===== src/shared/timer_pkg.sv =====
/*
  Constants for one 16-bit compare/capture timer channel.
  Assumes a 32-bit Avalon-MM slave where each 8-bit register
  sits in the low lane of one word at byte address 4 * index.
*/
package timer_pkg;
  localparam int ADDR_W = 14;

  // Register indices, byte address is four times the index
  localparam logic [11:0] IDX_RUN     = 12'h180;
  localparam logic [11:0] IDX_MODE    = 12'h182;
  localparam logic [11:0] IDX_FFCR    = 12'h183;
  localparam logic [11:0] IDX_CMPA_LO = 12'h188;
  localparam logic [11:0] IDX_CMPA_HI = 12'h189;
  localparam logic [11:0] IDX_CMPB_LO = 12'h18a;
  localparam logic [11:0] IDX_CMPB_HI = 12'h18b;
  localparam logic [11:0] IDX_CAPA_LO = 12'h18c;
  localparam logic [11:0] IDX_CAPA_HI = 12'h18d;
  localparam logic [11:0] IDX_CAPB_LO = 12'h18e;
  localparam logic [11:0] IDX_CAPB_HI = 12'h18f;

  // Run register fields
  localparam int RUN_RDE  = 7;
  localparam int RUN_PRUN = 2;
  localparam int RUN_CNT  = 0;
  localparam logic [7:0] RUN_WR_MASK = 8'hcd;
  localparam logic [7:0] RUN_RD_ONES = 8'h32;

  // Mode register fields
  localparam int MODE_SWCAP  = 5;
  localparam int MODE_CPM_HI = 4;
  localparam int MODE_CPM_LO = 3;
  localparam int MODE_CLE    = 2;
  localparam int MODE_CLK_HI = 1;
  localparam int MODE_CLK_LO = 0;
  localparam logic [7:0] MODE_WR_MASK = 8'hdf;
  localparam logic [7:0] MODE_RD_ONES = 8'h20;

  // Flip-flop control register fields
  localparam int FFCR_B_CMD_HI = 7;
  localparam int FFCR_B_CMD_LO = 6;
  localparam int FFCR_CAPA_EN  = 5;
  localparam int FFCR_MB_EN    = 4;
  localparam int FFCR_MA_EN    = 3;
  localparam int FFCR_CAPB_EN  = 2;
  localparam int FFCR_A_CMD_HI = 1;
  localparam int FFCR_A_CMD_LO = 0;
  localparam logic [7:0] FFCR_WR_MASK = 8'h3c;
  localparam logic [7:0] FFCR_RD_ONES = 8'hc3;

  localparam logic [1:0] CMD_INV  = 2'h0;
  localparam logic [1:0] CMD_SET  = 2'h1;
  localparam logic [1:0] CMD_CLR  = 2'h2;

  localparam logic [1:0] CPM_OFF = 2'h0;
  localparam logic [1:0] CPM_IN0 = 2'h1;
  localparam logic [1:0] CPM_IN1 = 2'h2;
  localparam logic [1:0] CPM_FFA = 2'h3;

  localparam logic [1:0] CLK_EXT = 2'h0;
  localparam logic [1:0] CLK_T1  = 2'h1;
  localparam logic [1:0] CLK_T4  = 2'h2;

  localparam int PRE_W = 5;
  localparam logic [PRE_W-1:0] T1_MASK  = 5'h01;
  localparam logic [PRE_W-1:0] T4_MASK  = 5'h07;
  localparam logic [PRE_W-1:0] T16_MASK = 5'h1f;
  localparam logic [15:0] CNT_TOP = 16'hffff;

  typedef enum logic {BUS_IDLE, BUS_ACK} bus_t;
endpackage


===== src/shared/cmp_if.sv =====
/*
  Link between the channel and one comparator.
  Assumes both ends run on the same clock.
*/
`timescale 1ns/100ps
interface cmp_if;
  logic [15:0] count;
  logic [15:0] value;
  logic        armed;
  logic        equal;
  logic        hit;
  modport unit (input count, value, armed, output equal, hit);
  modport top  (output count, value, armed, input equal, hit);
endinterface


===== src/logic/compare_unit.sv =====
/*
  One 16-bit comparator: equality level and a one-cycle hit
  on its rising edge. Assumes count and value share ref_clk.
*/
`timescale 1ns/100ps
module compare_unit
  import timer_pkg::*;
(
  input  wire logic ref_clk,
  input  wire logic rstn,
  cmp_if.unit       c
);
  logic equal_ff;

  // match only once both bytes are in
  assign c.equal = c.armed && (c.count == c.value);
  assign c.hit   = c.equal && !equal_ff;

  always_ff @(posedge ref_clk or negedge rstn) begin
    if (!rstn) equal_ff <= 1'b0;
    else       equal_ff <= c.equal;
  end
endmodule


===== src/logic/timer_compare_capture_channel.sv =====
/*
  Compare/capture/toggle side of a 16-bit timer channel, with
  prescaler and up counter, behind an Avalon-MM slave.
  Assumes capture pins are asynchronous and the master holds a
  request until waitrequest is seen low.
*/
`timescale 1ns/100ps
module timer_compare_capture_channel
  import timer_pkg::*;
(
  input  wire logic              ref_clk,
  input  wire logic              rstn,
  input  wire logic [ADDR_W-1:0] address,
  input  wire logic              read,
  input  wire logic              write,
  input  wire logic [31:0]       writedata,
  input  wire logic [3:0]        byteenable,
  output logic [31:0]            readdata,
  output logic                   waitrequest,
  input  wire logic              captureInA,
  input  wire logic              captureInB,
  output logic                   timerOutA,
  output logic                   timerOutB,
  output logic                   matchIrqA,
  output logic                   matchIrqB,
  output logic                   overflowIrq,
  output logic                   extIrq
);
  bus_t        busSt_ff;
  bus_t        nxt_busSt;
  logic [7:0]  rdData_ff;
  logic [7:0]  runReg_ff;
  logic [7:0]  modeReg_ff;
  logic [7:0]  ffcrReg_ff;
  logic [4:0]  pre_ff;
  logic [15:0] uc_ff;
  logic [15:0] cmpA_ff;
  logic [15:0] cmpB_ff;
  logic [15:0] buf_ff;
  logic [15:0] capA_ff;
  logic [15:0] capB_ff;
  logic        armA_ff;
  logic        armB_ff;
  logic        bufLo_ff;
  logic        bufHi_ff;
  logic        lockA_ff;
  logic        lockB_ff;
  logic        ffA_ff;
  logic        ffB_ff;
  logic        ffAPrev_ff;
  logic [1:0]  pinMeta_ff;
  logic [1:0]  pinSync_ff;
  logic [1:0]  pinPrev_ff;
  logic        irqA_ff;
  logic        irqB_ff;
  logic        ovf_ff;
  logic        ext_ff;

  cmp_if ifA ();
  cmp_if ifB ();

  compare_unit u_cmpA (
    .ref_clk (ref_clk),
    .rstn    (rstn),
    .c       (ifA)
  );
  compare_unit u_cmpB (
    .ref_clk (ref_clk),
    .rstn    (rstn),
    .c       (ifB)
  );

  // Bus slave: one wait state, answer at the second edge
  wire        reqOn  = read | write;
  wire        accept = reqOn & (busSt_ff == BUS_ACK);
  wire [11:0] regIdx = address[ADDR_W-1:2];
  wire [7:0]  wByte  = writedata[7:0];

  wire        wrOk   = accept & write & byteenable[0];
  wire        rdOk   = accept & read;

  // Pure on its inputs so continuous assigns see every change
  function automatic logic idxIs(input logic [11:0] cur,
                                 input logic [11:0] idx);
    return cur == idx;
  endfunction

  function automatic logic ffNext(input logic       cur,
                                  input logic       wr,
                                  input logic [1:0] cmd,
                                  input logic       tog);
    logic res;
    res = cur;
    if (wr && cmd == CMD_SET)      res = 1'b1;
    else if (wr && cmd == CMD_CLR) res = 1'b0;
    else if ((wr && cmd == CMD_INV) || tog) res = ~cur;
    return res;
  endfunction

  assign waitrequest = reqOn & (busSt_ff != BUS_ACK);
  assign nxt_busSt   = (reqOn && busSt_ff == BUS_IDLE)
                       ? BUS_ACK : BUS_IDLE;
  assign readdata    = {24'h000000, rdData_ff};

  wire wrRun   = wrOk & idxIs(regIdx, IDX_RUN);
  wire wrMode  = wrOk & idxIs(regIdx, IDX_MODE);
  wire wrFfcr  = wrOk & idxIs(regIdx, IDX_FFCR);
  wire wrALo   = wrOk & idxIs(regIdx, IDX_CMPA_LO);
  wire wrAHi   = wrOk & idxIs(regIdx, IDX_CMPA_HI);
  wire wrBLo   = wrOk & idxIs(regIdx, IDX_CMPB_LO);
  wire wrBHi   = wrOk & idxIs(regIdx, IDX_CMPB_HI);
  wire rdCapAL = rdOk & idxIs(regIdx, IDX_CAPA_LO);
  wire rdCapAH = rdOk & idxIs(regIdx, IDX_CAPA_HI);
  wire rdCapBL = rdOk & idxIs(regIdx, IDX_CAPB_LO);
  wire rdCapBH = rdOk & idxIs(regIdx, IDX_CAPB_HI);

  // compare addresses fall to the zero default
  wire [7:0] rdMux =
    (regIdx == IDX_RUN)     ? (runReg_ff | RUN_RD_ONES)   :
    (regIdx == IDX_MODE)    ? (modeReg_ff | MODE_RD_ONES) :
    (regIdx == IDX_FFCR)    ? (ffcrReg_ff | FFCR_RD_ONES) :
    (regIdx == IDX_CAPA_LO) ? capA_ff[7:0]  :
    (regIdx == IDX_CAPA_HI) ? capA_ff[15:8] :
    (regIdx == IDX_CAPB_LO) ? capB_ff[7:0]  :
    (regIdx == IDX_CAPB_HI) ? capB_ff[15:8] : 8'h00;

  always_ff @(posedge ref_clk or negedge rstn) begin
    if (!rstn) begin
      busSt_ff  <= BUS_IDLE;
      rdData_ff <= 8'h00;
    end else begin
      busSt_ff <= nxt_busSt;
      if (read && busSt_ff == BUS_IDLE) rdData_ff <= rdMux;
    end
  end

  // buffer enable and all control clear at reset
  always_ff @(posedge ref_clk or negedge rstn) begin
    if (!rstn) begin
      runReg_ff  <= 8'h00;
      modeReg_ff <= 8'h00;
      ffcrReg_ff <= 8'h00;
    end else begin
      if (wrRun)  runReg_ff  <= wByte & RUN_WR_MASK;
      if (wrMode) modeReg_ff <= wByte & MODE_WR_MASK;
      if (wrFfcr) ffcrReg_ff <= wByte & FFCR_WR_MASK;
    end
  end

  wire       rde    = runReg_ff[RUN_RDE];
  wire       prun   = runReg_ff[RUN_PRUN];
  wire       cntRun = runReg_ff[RUN_CNT];
  wire       cle    = modeReg_ff[MODE_CLE];
  wire [1:0] clkSel = modeReg_ff[MODE_CLK_HI:MODE_CLK_LO];
  wire [1:0] cpm    = modeReg_ff[MODE_CPM_HI:MODE_CPM_LO];

  // Pins pass three flops; edges compare the second stage with the third
  always_ff @(posedge ref_clk or negedge rstn) begin
    if (!rstn) begin
      pinMeta_ff <= 2'h0;
      pinSync_ff <= 2'h0;
      pinPrev_ff <= 2'h0;
    end else begin
      pinMeta_ff <= {captureInB, captureInA};
      pinSync_ff <= pinMeta_ff;
      pinPrev_ff <= pinSync_ff;
    end
  end

  wire [1:0] pinRise = pinSync_ff & ~pinPrev_ff;
  wire [1:0] pinFall = ~pinSync_ff & pinPrev_ff;

  // prescaler held at zero while stopped
  always_ff @(posedge ref_clk or negedge rstn) begin
    if (!rstn)      pre_ff <= 5'h00;
    else if (!prun) pre_ff <= 5'h00;
    else            pre_ff <= pre_ff + 5'h01;
  end

  wire [PRE_W-1:0] preMask =
    (clkSel == CLK_T1) ? T1_MASK :
    (clkSel == CLK_T4) ? T4_MASK : T16_MASK;
  wire preTick = prun && ((pre_ff & preMask) == preMask);
  wire cntTick = cntRun &&
    ((clkSel == CLK_EXT) ? pinRise[0] : preTick);

  // clear on B equality instead of counting on
  wire clrHit = cle && ifB.equal;
  // wrap from all ones raises overflow
  wire ovfHit = cntTick && (uc_ff == CNT_TOP) && !clrHit;

  always_ff @(posedge ref_clk or negedge rstn) begin
    if (!rstn)        uc_ff <= 16'h0000;
    else if (!cntRun) uc_ff <= 16'h0000;
    else if (cntTick) uc_ff <= clrHit ? 16'h0000
                                      : uc_ff + 16'h0001;
  end

  assign ifA.count = uc_ff;
  assign ifA.value = cmpA_ff;
  assign ifA.armed = armA_ff;
  assign ifB.count = uc_ff;
  assign ifB.value = cmpB_ff;
  assign ifB.armed = armB_ff;

  // enable bit picks buffer or bypass
  // buffer mode sends writes to the buffer only
  wire wrADirLo = wrALo && !rde;
  wire wrADirHi = wrAHi && !rde;
  // only with both byte flags set
  wire xfer = rde && bufLo_ff && bufHi_ff && ifB.hit;

  // compare and buffer storage carry no reset
  always_ff @(posedge ref_clk) begin
    if (wrALo) buf_ff[7:0]  <= wByte;
    if (wrAHi) buf_ff[15:8] <= wByte;
    if (wrBLo) cmpB_ff[7:0]  <= wByte;
    if (wrBHi) cmpB_ff[15:8] <= wByte;
  end

  always_ff @(posedge ref_clk) begin
    if (xfer) begin
      cmpA_ff <= buf_ff;
    end else begin
      if (wrADirLo) cmpA_ff[7:0]  <= wByte;
      if (wrADirHi) cmpA_ff[15:8] <= wByte;
    end
  end

  always_ff @(posedge ref_clk or negedge rstn) begin
    if (!rstn) begin
      armA_ff  <= 1'b0;
      armB_ff  <= 1'b0;
      bufLo_ff <= 1'b0;
      bufHi_ff <= 1'b0;
    end else begin
      // direct low byte disarms, direct high byte or buffer copy arms
      if (wrADirLo)          armA_ff <= 1'b0;
      else if (wrADirHi || xfer) armA_ff <= 1'b1;
      if (wrBLo)      armB_ff <= 1'b0;
      else if (wrBHi) armB_ff <= 1'b1;
      // flags set per byte, set beats the clear
      if (wrALo && rde) bufLo_ff <= 1'b1;
      else if (xfer)    bufLo_ff <= 1'b0;
      if (wrAHi && rde) bufHi_ff <= 1'b1;
      else if (xfer)    bufHi_ff <= 1'b0;
    end
  end

  wire ffARise = ffA_ff && !ffAPrev_ff;
  wire ffAFall = !ffA_ff && ffAPrev_ff;
  wire selA =
    (cpm == CPM_IN0) ? pinRise[0] :
    (cpm == CPM_IN1) ? pinRise[1] :
    (cpm == CPM_FFA) ? ffARise    : 1'b0;
  wire selB =
    (cpm == CPM_IN0) ? pinFall[0] :
    (cpm == CPM_IN1) ? pinFall[1] :
    (cpm == CPM_FFA) ? ffAFall    : 1'b0;
  wire extEdge = (cpm == CPM_IN1) ? pinFall[1] : pinRise[1];

  // zero written to the soft bit, prescaler running
  wire softCap = wrMode && !wByte[MODE_SWCAP] && prun;
  // latch blocked between low and high byte reads
  wire capAEv = (softCap || selA) && !lockA_ff;
  wire capBEv = selB && !lockB_ff;

  // captures change only by counter latch
  always_ff @(posedge ref_clk or negedge rstn) begin
    if (!rstn) begin
      capA_ff  <= 16'h0000;
      capB_ff  <= 16'h0000;
      lockA_ff <= 1'b0;
      lockB_ff <= 1'b0;
    end else begin
      if (capAEv) capA_ff <= uc_ff;
      if (capBEv) capB_ff <= uc_ff;
      if (rdCapAL)      lockA_ff <= 1'b1;
      else if (rdCapAH) lockA_ff <= 1'b0;
      if (rdCapBL)      lockB_ff <= 1'b1;
      else if (rdCapBH) lockB_ff <= 1'b0;
    end
  end

  // each toggle source gated by its enable
  wire togA = (ifA.hit && ffcrReg_ff[FFCR_MA_EN])
           || (ifB.hit && ffcrReg_ff[FFCR_MB_EN])
           || (capAEv && ffcrReg_ff[FFCR_CAPA_EN]);
  wire togB = capBEv && ffcrReg_ff[FFCR_CAPB_EN];
  wire [1:0] cmdA = wByte[FFCR_A_CMD_HI:FFCR_A_CMD_LO];
  wire [1:0] cmdB = wByte[FFCR_B_CMD_HI:FFCR_B_CMD_LO];

  // no reset, software sets the start value
  // command wins, a double invert counts once
  always_ff @(posedge ref_clk) begin
    ffA_ff     <= ffNext(ffA_ff, wrFfcr, cmdA, togA);
    ffB_ff     <= ffNext(ffB_ff, wrFfcr, cmdB, togB);
    ffAPrev_ff <= ffA_ff;
  end

  // toggle states to the pin multiplexer
  assign timerOutA = ffA_ff;
  assign timerOutB = ffB_ff;

  always_ff @(posedge ref_clk or negedge rstn) begin
    if (!rstn) begin
      irqA_ff <= 1'b0;
      irqB_ff <= 1'b0;
      ovf_ff  <= 1'b0;
      ext_ff  <= 1'b0;
    end else begin
      irqA_ff <= ifA.hit;
      irqB_ff <= ifB.hit;
      ovf_ff  <= ovfHit;
      ext_ff  <= (cpm != CPM_OFF) && extEdge;
    end
  end

  assign matchIrqA   = irqA_ff;
  assign matchIrqB   = irqB_ff;
  assign overflowIrq = ovf_ff;
  assign extIrq      = ext_ff;
endmodule


===== config.mk =====
export PLATFORM = sky130hd
export DESIGN_NAME = timer_compare_capture_channel
export DESIGN_NICKNAME = d
export VERILOG_FILES = /design/src/shared/timer_pkg.sv /design/src/shared/cmp_if.sv /design/src/logic/compare_unit.sv /design/src/logic/timer_compare_capture_channel.sv
export SDC_FILE = /design/constraint.sdc
export NUM_CORES = 1
export LEC_CHECK = 0
export ABC_AREA = 1
export BUFFER_PORTS_ARGS = -buffer_cell sky130_fd_sc_hd__buf_2
export CORE_UTILIZATION = 50
export CTS_CLUSTER_SIZE = 28
export DETAILED_ROUTE_END_ITERATION = 12
export GPL_ROUTABILITY_DRIVEN = 0
export HOLD_SLACK_MARGIN = 0.08
export PLACE_DENSITY = 0.71
export SYNTH_ARGS = -nofsm -noshare
export SYNTH_HDL_FRONTEND = slang
export SYNTH_SLANG_ARGS = --single-unit

===== constraint.sdc =====
create_clock -name ref_clk -period 3.2 [get_ports ref_clk]
set_clock_uncertainty 0.1 [all_clocks]
set_input_delay 0.32 -clock ref_clk [delete_from_list [all_inputs] [get_ports ref_clk]]
set_output_delay 0.32 -clock ref_clk [all_outputs]
set_load 0.005 [all_outputs]

* Yosys cells after proc, flatten, opt, wreduce, memory -nomap -nowiden
Cells that the tools add are included.
Cells by class: add/subtract/negate cells 2, equal/unequal tests 25, mux-type cells 40, bitwise logic cells 25, reduce and logical (&&, ||, !) cells 64
Operators with widths (count):
- equality test 12 x 9 -> 1 bit, second input constant | 11
- two-way mux 8 bit | 9
- two-way mux 16 bit | 4
- logical AND 1 bit | 35
- equality test 16 bit | 2
- two-way mux 1 bit | 24
- nonzero test 2 bit | 11
- adder 16 x 1 -> 16 bit, second input constant | 1
- bitwise AND 1 bit | 16
- equality test 16 bit, second input constant | 1
- two-way mux 5 bit | 3
- equality test 2 bit, second input constant | 5
- zero test 1 bit | 9
- equality test 2 x 1 -> 1 bit, second input constant | 4
- zero test 2 bit | 3
- logical OR 1 bit | 6
- adder 5 x 1 -> 5 bit, second input constant | 1
- bitwise AND 5 bit | 1
- equality test 5 bit | 1
- bitwise AND 2 bit | 2
- inverter 2 bit | 2
- inverter 1 bit | 3
- != test 2 x 1 -> 1 bit, second input constant | 1
- bitwise OR 1 bit | 1
Word-level totals: bits in registers 147, input bits 56, output and inout bits 39, word-level logic and storage cells 189

* Depth between registers and ports, before layout
Gate-level depths: netlist of run 1.
depth after elaboration 14, gate-level depth with buffers 13

* Cells and area by module
Synthesis of run 1 repeated with hierarchy kept, for this count alone.
Unflattened totals: cells, all modules 888, area total of the unflattened synthesis 7527.2 µm²
Modules (own cells, without submodules):
- timer_compare_capture_channel | times used 1, cells an instance 728, area each 6811.5 µm²
- compare_unit | times used 2, cells an instance 80, area each 357.8 µm²

* Worst setup path before layout of run 1
No wires, ideal clock.
path type input port to flip-flop, start point in address[7], end point reg cmpA_ff[0] (enable), setup time 384 ps, arrival time 2327 ps, data required time 2716 ps, path slack 389 ps, stages on the path 7, path buffers 0, path through nor2_2 nand3_4 nor2_1 nand2_1 nor3_1 inv_1 o21ai_0
Between the ends: longest elaborated chain between the ends 4
Ends and longest elaborated chain:
- start: declaration | RTL line timer_compare_capture_channel.sv:13 | input wire logic [ADDR_W-1:0] address,
- equality test 12 x 9 -> 1 bit | RTL line timer_compare_capture_channel.sv:85 | return cur == idx;
- bitwise AND 1 bit | RTL line timer_compare_capture_channel.sv:108 | wire wrALo = wrOk & idxIs(regIdx, IDX_CMPA_LO);
- named net wrALo | RTL line timer_compare_capture_channel.sv:108
- logical AND 1 bit | RTL line timer_compare_capture_channel.sv:208 | wire wrADirLo = wrALo && !rde;
- nonzero test 2 bit (no source line)
- end signal: assignment | RTL line timer_compare_capture_channel.sv:223 | cmpA_ff <= buf_ff;
- end signal: assignment | RTL line timer_compare_capture_channel.sv:225 | if (wrADirLo) cmpA_ff[7:0] <= wByte;
- end: declaration | RTL line timer_compare_capture_channel.sv:37 | logic [15:0] cmpA_ff;
The timed path passes the listed nets, and every way through them passes these cells. A chain may end at the register's enable or synchronous reset.

* Final worst setup path of run 1
start point reg busSt_ff, end point reg cmpA_ff[2] (enable)
Between the ends: longest elaborated chain between the ends 6
Ends and longest elaborated chain:
- start: declaration | RTL line timer_compare_capture_channel.sv:29 | bus_t busSt_ff;
- start signal: assignment | RTL line timer_compare_capture_channel.sv:132 | busSt_ff <= nxt_busSt;
- bitwise AND 1 bit | RTL line timer_compare_capture_channel.sv:75 | wire accept = reqOn & (busSt_ff == BUS_ACK);
- bitwise AND 1 bit (2 in a row) | RTL line timer_compare_capture_channel.sv:79 | wire wrOk = accept & write & byteenable[0];
- bitwise AND 1 bit | RTL line timer_compare_capture_channel.sv:108
- named net wrALo | RTL line timer_compare_capture_channel.sv:108
- logical AND 1 bit | RTL line timer_compare_capture_channel.sv:208
- nonzero test 2 bit (no source line)
The timed path passes the listed nets, and every way through them passes these cells.

==> metrics.csv, run 1 <==
stage,metric,value,unit
grt,met3_usage,5.780,%
sta,finalHoldViolCount,0,
cells_and_area,drive_gt1_share,14.11,%
sta,setup-tns-final,0,ns
status,status,completed,
routing,initialDrtViolationCount,532,
sta,tightest_slew,1.189,ns
critical_path,critical_path_class,register to register,
sta,hold_ws,0.09606,ns
power_and_ir_drop,p_per_area,506.6,nW/um^2
routing,drcViolationCount,0,
cells_and_area,final_cell_mix,"215 x nand2_1, 96 x dfrtp_1, 84 x inv_1, 65 x nor2_1, 57 x o21ai_0",
worst_hold_path,min_path_type,primary input to register,
clock_network,cts.sinks,147,
critical_path,cp-end-kind,register,
synthesis,ys_ff_latch,147,
clock_network,htree_levels,4,
sta,slew_viol_final,0,
grt,grt_util_met2,36.19,%
sta,setup_viol,0,
run,cap_violations,0,
synthesis,ys_seq_area_share,54.85,%
power_and_ir_drop,peakVddDrop,0.0003833,V
synthesis,syn-mean-instance-area,8.765,um^2
grt,grt_pass1_vias,4920,
grt,grt_overflow_total,0,
clock_network,cts_tree,built,
die,top_level_ports,95,
clock_network,cts-root-buf,clkbuf_16,
grt,grt_max_degree,51,
worst_hold_path,min-delay-start,writedata[1],
routing,drt-total-wl,16640,um
synthesis,synth_edf_count,48,
synthesis,synth_flop_cell,dfrtp_1,
cells_and_area,final_common_cell,nand2_1,
cells_and_area,area_delta_synth_final,13.27,%
grt,grt_pass1_wl,26400,um
grt,top_usage_layer,met2,
critical_path,reg2reg_depth,6,
synthesis,synth-async-reset-ratio,65.31,%
synthesis,netlist_instances,812,
sta,period_share,82.67,%
die,std_cell_rows,43,
synthesis,yosys_warnings,0,
critical_path,reg2reg_to,cmpA_ff[2]$_DFFE_PP_,
power_and_ir_drop,p_total,0.004084,W
sta,clock.fmax,378.0,MHz
synthesis,yosys.area.top_type,dfrtp_1,
critical_path,startpoint_type,register,
routing,firstDrtPassIters,6,
die,initial_core_util,51.27,%
clock_network,path_clk_slew,0.06,ns
routing,ant_nets,0,
critical_path,critPathRequiredTime,3.14,ns
grt,use_met1,34.65,%
cells_and_area,final_nets,926,
power_and_ir_drop,leakage,3.651,nW
sta,slew_headroom,19.87,%
routing,wl_per_cell,15.71,um
critical_path,cp.arrival,2.58,ns
synthesis,yosysTopAreaCellShare,33.76,%
grt,grt.total_usage,24.53,%
worst_hold_path,whs_endpoint,buf_ff[9]$_DFFE_PP_,
sta,fin_crit,2.645,ns
die,dieArea,14710,um^2
worst_hold_path,hold_depth,1,
clock_network,clockBufferDepth,2,
die,core_area,13880,um^2
clock_network,cts_buffers,17,
synthesis,synth_cell_types,46,
critical_path,r2r_start,busSt_ff$_DFF_PN0_,
critical_path,reg2reg_slack,0.55,ns
routing,dr_total_vias,5451,
clock_network,clk_latency,0.43,ns
placement,hpwl,11900,um
grt,antenna_found_initial,0,
die,die_x,121.3,um
sta,rsz0062_at_grt,false,
synthesis,synth.area.top_cells,"dfrtp_1 34%, edfxtp_1 20%, nand2_1 11%",
critical_path,crit_path_max_fanout,8,
routing,vias_per_cell,5.147,
synthesis,synth.cell_area,7117,um^2
cells_and_area,antenna_cells,0,
placement,io_buffers,41,
die,die_h,121.3,um
==> cells by family (layout without fill, tap and decap cells) <==
group | after synthesis | count (layout) | share of synthesized area, %
flip-flops | 147 | 147 | 54.85
XOR/XNOR | 16 | 16 | 1.969
AO/OA/AOI/OAI | 103 | 103 | 7.736
adder cells (fa/ha/maj) | 4 | 4 | 0.7033
other | 1 | 24 | 0.05269
buffers and inverters | 141 | 185 | 9.283
AND/OR/NAND/NOR | 399 | 399 | 25.25
multiplexers | 1 | 1 | 0.1582
==> report_power, final <==
group	internal, W	total (W)	leakage [nW]	switching [W]
logic	0.0000423	0.000144	1.62	0.000102
clock network	0.00119	0.00198	0.284	0.000784
registers	0.00196	0.00196	1.74	0.00000735
total	0.00319	0.00408	3.65	0.000893
==> stage by stage <==
step | utilization [%] | instances | area, um^2 | setup WS (ns)
2_1_floorplan | - | 835 | 7203 | 0.3887
3_3_place_gp | 53.40 | 1021 | 7412 | 0.3472
3_5_place_dp | 53.40 | 1021 | 7412 | 0.3258
4_1_cts | 58.08 | 1059 | 8061 | 0.4948
5_1_grt | 58.08 | 1059 | 8061 | 0.2889
6_report | 58.08 | 1059 | 8061 | 0.5546
==> metal layers <==
metal | share of wire (%) | routed length, um
met5 | 0 | 0
met4 | 2.2 | 359
met3 | 5.8 | 960
met2 | 46 | 7697
met1 | 46 | 7621
==> sequential cells by signal, indices dropped and copies added, names as in the netlist, 2 cells and up <==
name,cells
buf_ff,16
capA_ff,16
capB_ff,16
cmpA_ff,16
cmpB_ff,16
ifA.count,16
rdData_ff,8
modeReg_ff,7
pre_ff,5
runReg_ff,5
ffcrReg_ff,4
pinMeta_ff,2
pinPrev_ff,2
pinSync_ff,2
==> Yosys cell counts, types with 8 or more instances <==
master	number
inv_1	84
o22ai_1	11
clkbuf_1	8
nand4_1	17
nor2_2	8
inv_2	12
dfrtp_1	96
edfxtp_1	48
nand3_1	49
a21oi_1	14
xnor2_1	8
nor3_1	18
nand2_2	12
o21ai_0	57
nor2_1	65
o21ai_1	14
buf_4	26
nand2_1	215
xor2_1	8
==> area by class of cell <==
cell class | instances | area [um^2]
Multi-Input combinational cell | 547 | 2639
Tap cell | 180 | 225.2
Clock buffer | 21 | 460.4
Fill cell | 1208 | 5819
Inverter | 100 | 379.1
Clock inverter | 11 | 128.9
Sequential cell | 147 | 3904
Timing Repair Buffer | 53 | 325.3
==> critical path, stage by stage, from the launching register on <==
cell     delay, ns
dfrtp_1       0.38
inv_2         0.06
nor2_4        0.10
nand3_1       0.15
nor3_1        0.43
inv_1         0.10
o21ai_0       0.93
==> how the worst max path moves through the flow <==
stage,startpoint,endpoint,slack (ns),depth (start not counted)
after floorplan,address[7],cmpA_ff[0]$_DFFE_PP_,0.39,7
after global placement,address[7],cmpA_ff[0]$_DFFE_PP_,0.35,8
after detailed placement,address[7],cmpA_ff[6]$_DFFE_PP_,0.33,8
after CTS,busSt_ff$_DFF_PN0_,cmpA_ff[2]$_DFFE_PP_,0.49,6
after global routing,busSt_ff$_DFF_PN0_,cmpA_ff[7]$_DFFE_PP_,0.29,6
final,busSt_ff$_DFF_PN0_,cmpA_ff[2]$_DFFE_PP_,0.55,6
==> what timing repair did <==
| action | 4_1_cts | 5_1_grt |
|---|---|---|
| hold endpoints to repair | 56 | 0 |
| buffers inserted | 0 | 0 |
| gates resized for setup | 0 | 0 |
| hold buffers | 6 | 0 |
No activity file was read; power rests on OpenSTA's default activity.
==> run 2, diff against run 1 <==
--- a/config.mk
+++ b/config.mk
@@ -5,14 +5,14 @@
 export SDC_FILE = /design/constraint.sdc
 export NUM_CORES = 1
 export LEC_CHECK = 0
-export ABC_AREA = 1
+export ABC_AREA = 0
 export BUFFER_PORTS_ARGS = -buffer_cell sky130_fd_sc_hd__buf_2
 export CORE_UTILIZATION = 50
 export CTS_CLUSTER_SIZE = 28
 export DETAILED_ROUTE_END_ITERATION = 12
 export GPL_ROUTABILITY_DRIVEN = 0
 export HOLD_SLACK_MARGIN = 0.08
-export PLACE_DENSITY = 0.71
+export PLACE_DENSITY = 0.74
 export SYNTH_ARGS = -nofsm -noshare
 export SYNTH_HDL_FRONTEND = slang
 export SYNTH_SLANG_ARGS = --single-unit
==> constraint.sdc (replaced) <==
create_clock -name ref_clk -period 2.15 [get_ports ref_clk]
set_clock_uncertainty 0.1 [all_clocks]
set_input_delay 0.215 -clock ref_clk [delete_from_list [all_inputs] [get_ports ref_clk]]
set_output_delay 0.215 -clock ref_clk [all_outputs]
set_load 0.005 [all_outputs]
==> run 2 against run 1 <==
Net effect:
- the run now ends with negative setup slack left
- worst hold slack better by 0.044 ns
- final area grew 8.7%
- cell count shrank 18%
- via count decreased by 9.0%
- global-route usage grew 0.30 points
- combinational power increased by 80%
- core utilization is 7.3 points higher
- maximum frequency increased by 12%
- first-iteration DRC count decreased by 31%
- clock power is 55% higher
- total power increased by 52%
- critical path type unchanged
==> metrics.csv, run 2 <==
stage,metric,value,unit,change
power_and_ir_drop,p_sw,0.001264,W,+42%
critical_path,cp.arrival,2.44,ns,-0.14 ns
sta,period_share,110.0,%,+27 points
routing,wl_per_cell,19.57,um,+25%
clock_network,path_clk_slew,0.06,ns,about the same
sta,slew_headroom,64.20,%,+44 points
sta,tightest_slew,0.5322,ns,-0.6573 ns
synthesis,ys_ff_latch,147,,unchanged
critical_path,cp-end-kind,register,,
cells_and_area,antenna_cells,0,,unchanged
grt,grt_overflow_total,0,,unchanged
status,status,"complete, but fails checks",,
clock_network,cts.sinks,147,,unchanged
power_and_ir_drop,p_int,0.004962,W,+56%
critical_path,critPathRequiredTime,2.22,ns,-0.92 ns
routing,drcViolationCount,0,,unchanged
power_and_ir_drop,leakage,3.895,nW,+6.7%
sta,finalHoldViolCount,0,,unchanged
critical_path,startpoint_type,register,,
cells_and_area,final_common_cell,dfrtp_1,,
power_and_ir_drop,power.share.clock,49.1,%,+0.7 points
clock_network,htree_levels,4,,unchanged
routing,initialDrtViolationCount,365,,-31%
synthesis,synth.cell_area,6955,um^2,-2.3%
placement,hpwl,11360,um,-4.5%
cells_and_area,stdcell_count,871,,-18%
synthesis,yosys.area.top_type,dfrtp_1,,
synthesis,synth-async-reset-ratio,65.31,%,unchanged
run,cap_violations,0,,unchanged
sta,rsz0062_at_grt,true,,
grt,grt_pass1_vias,4974,,+1.1%
critical_path,reg2reg_depth,6,,unchanged
sta,setup_slack,-0.2154,ns,-0.7699 ns
power_and_ir_drop,peakVddDrop,0.0004427,V,+15%
sta,setup-tns-final,-4.274,ns,-4.274 ns
synthesis,synth_edf_count,48,,unchanged
critical_path,reg2reg_slack,-0.22,ns,-0.77 ns
routing,ant_nets,0,,unchanged
clock_network,clockBufferDepth,2,,unchanged
synthesis,ys_seq_area_share,56.13,%,+1.3 points
die,die_x,119.9,um,-1.1%
worst_hold_path,min_path_type,primary input to async pin,,
power_and_ir_drop,p_total,0.006227,W,+52%
power_and_ir_drop,seqPwrFrac,46.7,%,-1.4 points
placement,dp_slack,-0.3001,ns,-0.6260 ns
routing,dr_total_vias,4960,,-9.0%
power_and_ir_drop,p_per_area,710.4,nW/um^2,+40%
sta,fin_crit,2.365,ns,-0.2801 ns
critical_path,r2r_start,ifA.count[11]$_DFFE_PN0P_,,
synthesis,syn-mean-instance-area,12.12,um^2,+38%
synthesis,yosysTopAreaCellShare,34.54,%,+0.78 points
critical_path,reg2reg_to,cmpA_ff[7]$_DFFE_PP_,,
power_and_ir_drop,share_comb_of_total_power,4.2,%,+0.7 points
synthesis,netlist_instances,574,,-29%
critical_path,crit_path_max_fanout,10,,+2
power_and_ir_drop,p_sw_share,20.31,%,-1.6 points
clock_network,clk_latency,0.43,ns,about the same
synthesis,synthTopCellsByCount,"96 x dfrtp_1, 51 x mux2_2, 48 x edfxtp_1",,
die,initial_core_util,51.90,%,+0.63 points
placement,io_buffers,41,,unchanged
cells_and_area,drive_gt1_share,35.54,%,+21 points
synthesis,synth_cell_types,59,,+28%
clock_network,cts-root-buf,clkbuf_16,,
grt,grt_max_degree,71,,+39%
clock_network,cts_tree,built,,
critical_path,critical_path_class,register to register,,
cells_and_area,fin_util,65.41,%,+7.3 points
synthesis,synth.area.top_cells,"dfrtp_1 35%, edfxtp_1 21%, mux2_2 8.3%",,
die,top_level_ports,95,,unchanged
die,die_h,119.9,um,-1.1%
clock_network,cts_buffers,17,,unchanged
die,std_cell_rows,42,,-2.3%
status,violations,negative setup slack,,
synthesis,synth_flop_cell,dfrtp_1,,
cells_and_area,final_nets,742,,-20%
sta,setup_viol,39,,+39
synthesis,yosys_warnings,0,,unchanged
sta,clock.fmax,422.8,MHz,+12%
grt,grt_pass1_wl,26570,um,+0.63%
cells_and_area,final_cell_mix,"95 x dfrtp_1, 58 x buf_4, 48 x edfxtp_1, 46 x mux2_2, 40 x buf_2",,
cells_and_area,fillCellCount,918,,-24%
grt,antenna_found_initial,0,,unchanged
die,core_area,13400,um^2,-3.5%
die,dieArea,14390,um^2,-2.2%
grt,grt.total_usage,24.82,%,+0.30 points
sta,slew_viol_final,0,,unchanged
placement,place_inst,813,,-20%
routing,firstDrtPassIters,5,,-1
cells_and_area,area_delta_synth_final,26.01,%,
synthesis,yosysMostFrequentCell,dfrtp_1,,
routing,drt-total-wl,17050,um,+2.5%
routing,vias_per_cell,5.695,,+11%
==> run 2: worst max-delay path by stage <==
stage,from,end,cells after the start
after floorplan,ifA.count[11]$_DFFE_PN0P_,cmpA_ff[10]$_DFFE_PP_,7
after global placement,ifA.count[8]$_DFFE_PN0P_,cmpA_ff[12]$_DFFE_PP_,6
after detailed placement,address[13],cmpA_ff[7]$_DFFE_PP_,6
after CTS,ifA.count[11]$_DFFE_PN0P_,cmpA_ff[7]$_DFFE_PP_,7
after global routing,ifA.count[12]$_DFFE_PN0P_,cmpA_ff[0]$_DFFE_PP_,7
final,ifA.count[11]$_DFFE_PN0P_,cmpA_ff[7]$_DFFE_PP_,6
==> run 2: cell families after synthesis <==
family / after synthesis / share of synthesized area [%]
other cells: 1 / 0.05391
xor+xnor: 34 / 4.281
fa+ha+maj: 4 / 0.7196
compound gates: 91 / 8.383
simple gates: 153 / 11.86
flops: 147 / 56.13
buf+inv: 75 / 6.116
mux: 69 / 12.47
==> run 2: power by group through the flow <==
stage	clock network (W)	registers, W	logic (W)
floorplan	0	0.00296	0.000140
finish	0.00306	0.00291	0.000259
CTS	0.00309	0.00291	0.000258
global placement	0	0.00296	0.000236
detailed placement	0	0.00296	0.000240
global route	0.00322	0.00291	0.000285
==> run 2: routing by layer <==
| metal | vias up | global-route usage [%] | share of wire [%] |
|---|---|---|---|
| met4 | 0 | 11.95 | 3.1 |
| met1 | 2472 | 32.32 | 41 |
| met3 | 41 | 5.086 | 6.8 |
| li1 | 2230 | - | - |
| met2 | 217 | 39.66 | 49 |
| met5 | - | 0 | 0 |
==> run 2: metrics by stage <==
| stage | cell area [um^2] | hold WS, ns |
|---|---|---|
| final | 8765 | 0.1405 |
| after global routing | 8765 | 0.1220 |
| after CTS | 8539 | 0.1218 |
| after detailed placement | 7691 | 0.05069 |
| after global placement | 7691 | 0.05218 |
| after floorplan | 7119 | -0.1806 |
==> run 2: final cells by class <==
type                            count  area [um^2]  share of cell area, %
Tap cell                          176        220.2                  2.512
Inverter                           13        48.80                 0.5567
Clock inverter                      8        92.59                  1.056
Clock buffer                       24        534.3                  6.096
Sequential cell                   147         3905                  44.55
Multi-Input combinational cell    375         2917                  33.28
Timing Repair Buffer              128         1047                  11.95
==> run 2: what timing repair did <==
item                       4_1_cts  5_1_grt
buffers inserted                 4        8
gates cloned                     1        2
hold endpoints to repair       130        0
resized for setup               13       30
pin swaps                        4       16
hold buffers                    12        0
setup endpoints to repair       43       51
==> run 2: critical path, stage by stage (launching register included) <==
cell and delay [ns]:
dfrtp_1 0.40, a222oi_1 0.39, buf_4 0.19, and4_4 0.22, and4b_2 0.32, buf_12 0.16
mux2_2 0.34
==> run 3, diff against run 2 <==
--- a/config.mk
+++ b/config.mk
@@ -13,6 +13,7 @@
 export GPL_ROUTABILITY_DRIVEN = 0
 export HOLD_SLACK_MARGIN = 0.08
 export PLACE_DENSITY = 0.74
+export RECOVER_POWER = 50
 export SYNTH_ARGS = -nofsm -noshare
 export SYNTH_HDL_FRONTEND = slang
 export SYNTH_SLANG_ARGS = --single-unit
==> run 3 against run 2 <==
Net effect:
- the run ends with max-capacitance violations, max-slew violations, negative setup slack left
- global-route usage is the same
- cell count is the same
- wire length shrank 0.11%
- final area shrank 0.24%
- die area is the same
- first-iteration DRC count shrank 6.6%
- clock power is essentially flat
- via count shrank 0.48%
==> metrics.csv, run 3 (same netlist as run 2, synthesis figures left out) <==
stage,metric,value,unit,change
routing,firstDrtPassIters,4,,-1
power_and_ir_drop,p_per_area,712.2,nW/um^2,+0.24%
sta,hold_ws,0.1427,ns,+0.002192 ns
power_and_ir_drop,p_sw,0.001267,W,+0.25%
placement,dp_slack,-0.3001,ns,unchanged
grt,grt_max_degree,71,,unchanged
cells_and_area,antenna_cells,0,,unchanged
power_and_ir_drop,share_comb_of_total_power,4.1,%,about the same
critical_path,crit_path_max_fanout,10,,unchanged
power_and_ir_drop,seqPwrFrac,46.7,%,about the same
routing,initialDrtViolationCount,341,,-6.6%
clock_network,cts-root-buf,clkbuf_16,,
routing,maxUsedRoutingLayer,met4,,
sta,setup_viol,40,,+2.6%
clock_network,clk_latency,0.42,ns,about the same
critical_path,critPathRequiredTime,2.22,ns,about the same
critical_path,reg2reg_to,cmpA_ff[7]$_DFFE_PP_,,
clock_network,path_clk_slew,0.06,ns,about the same
critical_path,reg2reg_depth,6,,unchanged
routing,ant_nets,0,,unchanged
grt,grt_pass1_wl,26570,um,unchanged
power_and_ir_drop,p_sw_share,20.35,%,+0.049 points
sta,finalHoldViolCount,0,,unchanged
routing,wl_per_cell,19.55,um,-0.11%
cells_and_area,final_common_cell,dfrtp_1,,
grt,antenna_found_initial,0,,unchanged
cells_and_area,fillCellCount,924,,+0.65%
sta,slew_viol_final,27,,+27
cells_and_area,final_nets,742,,unchanged
clock_network,htree_levels,4,,unchanged
grt,grt.total_usage,24.82,%,unchanged
routing,drt-total-wl,17030,um,-0.11%
placement,hpwl,11360,um,unchanged
clock_network,cts_tree,built,,
cells_and_area,register_area,3905,um^2,unchanged
routing,met1_length,7040,um,+1.7%
sta,clock.fmax,422.6,MHz,about the same
critical_path,crit_end,cmpA_ff[7]$_DFFE_PP_,,
power_and_ir_drop,power.share.clock,49.2,%,about the same
cells_and_area,multiInputGateArea,2917,um^2,unchanged
power_and_ir_drop,p_int,0.004959,W,about the same
worst_hold_path,min_path_type,primary input to register,,
sta,setup_slack,-0.2165,ns,-0.001168 ns
die,initial_core_util,51.90,%,unchanged
cells_and_area,final_cell_mix,"95 x dfrtp_1, 55 x buf_4, 48 x edfxtp_1, 46 x mux2_2, 36 x nand2_1",,
status,status,"complete, but fails checks",,
die,dieArea,14390,um^2,unchanged
routing,dr_wl_met2,8405,um,-0.37%
status,violations,"max-capacitance violations, max-slew violations, negative setup slack",,
die,core_area,13400,um^2,unchanged
die,die_x,119.9,um,unchanged
critical_path,cp-end-kind,register,,
grt,grt_overflow_total,0,,unchanged
critical_path,critical_path.startpoint,ifA.count[11]$_DFFE_PN0P_,,
clock_network,cts.sinks,147,,unchanged
sta,setup-tns-final,-4.318,ns,-0.04429 ns
run,cap_violations,1,,+1
sta,fin_crit,2.367,ns,+0.001168 ns
sta,tightest_slew,1.519,ns,+0.9864 ns
sta,period_share,110.1,%,about the same
sta,slew_headroom,-1.239,%,-65 points
cells_and_area,area_delta_synth_final,25.71,%,
clock_network,cts_buffers,17,,unchanged
critical_path,cp.arrival,2.44,ns,about the same
grt,grt_pass1_vias,4974,,unchanged
critical_path,r2r_start,ifA.count[11]$_DFFE_PN0P_,,
sta,rsz0062_at_grt,true,,
critical_path,reg2reg_slack,-0.22,ns,about the same
critical_path,startpoint_type,register,,
routing,wl_met3,1065,um,-7.8%
cells_and_area,drive_gt1_share,33.96,%,-1.6 points
power_and_ir_drop,peakVddDrop,0.0004467,V,+0.89%
critical_path,critical_path_class,register to register,,
die,top_level_ports,95,,unchanged
routing,vias_per_cell,5.667,,-0.48%
die,std_cell_rows,42,,unchanged
routing,drcViolationCount,0,,unchanged
die,die_h,119.9,um,unchanged
clock_network,clockBufferDepth,2,,unchanged
power_and_ir_drop,leakage,3.860,nW,-0.89%
placement,io_buffers,41,,unchanged
routing,dr_total_vias,4936,,-0.48%
==> run 3: final cells by class <==
| type | count | area share, % |
|---|---|---|
| clock buffers | 24 | 6.110 |
| flip-flops and latches | 147 | 44.66 |
| repair buffers | 128 | 11.73 |
| multi-input cells | 375 | 33.36 |
| clock inverters | 8 | 1.059 |
| well taps | 176 | 2.519 |
| inverters | 13 | 0.5581 |
==> run 3: routing by layer <==
metal | vias up | GRT usage [%]
li1 | 2228 | -
met1 | 2458 | 32.32
met2 | 209 | 39.66
met3 | 41 | 5.086
met4 | 0 | 11.95
met5 | - | 0
==> run 3: timing repair <==
item / 4_1_cts / 5_1_grt
buffers inserted: 4 / 8
endpoints found under the setup margin: 43 / 51
pin swaps: 4 / 16
hold buffers: 12 / 0
gates resized for setup: 13 / 30
gates cloned: 1 / 2
hold endpoints to repair: 130 / 0
==> run 3: critical path: stages, from the launching register on <==
cell and delay (ns):
dfrtp_1 0.40, a222oi_1 0.39, buf_4 0.19, and4_4 0.22, and4b_2 0.32, buf_12 0.16
mux2_2 0.34
==> run 3: power groups by stage <==
stage               Combinational, W  Sequential, W  Clock (W)
floorplan                   0.000140        0.00296          0
global placement            0.000236        0.00296          0
detailed placement          0.000240        0.00296          0
CTS                         0.000258        0.00291    0.00309
global route                0.000281        0.00291    0.00322
finish                      0.000255        0.00291    0.00306
==> run 3: how the worst min path moves through the flow <==
| stage | from | end | slack [ns] | cells past startpoint |
|---|---|---|---|---|
| finish | address[2] | timerOutA$_SDFFE_PP1P_ | 0.14 | 3 |
| global placement | rstn | pre_ff[1]$_DFF_PN0_ | 0.05 | 1 |
| floorplan | rstn | armA_ff$_DFFE_PN0P_ | -0.18 | 0 |
| CTS | address[2] | timerOutA$_SDFFE_PP1P_ | 0.12 | 3 |
| detailed placement | rstn | pre_ff[4]$_DFF_PN0_ | 0.05 | 1 |
| global route | address[2] | timerOutA$_SDFFE_PP1P_ | 0.12 | 3 |
==> run 3: metrics by stage <==
stage	total power (W)	cell area (um^2)	std cells	utilization (%)
6_report	0.006227	8743	871	65.25
2_1_floorplan	0.003102	7119	597	-
3_5_place_dp	0.003203	7691	813	57.39
3_3_place_gp	0.003198	7691	813	57.39
4_1_cts	0.006259	8539	862	63.73
5_1_grt	0.006412	8743	871	65.25
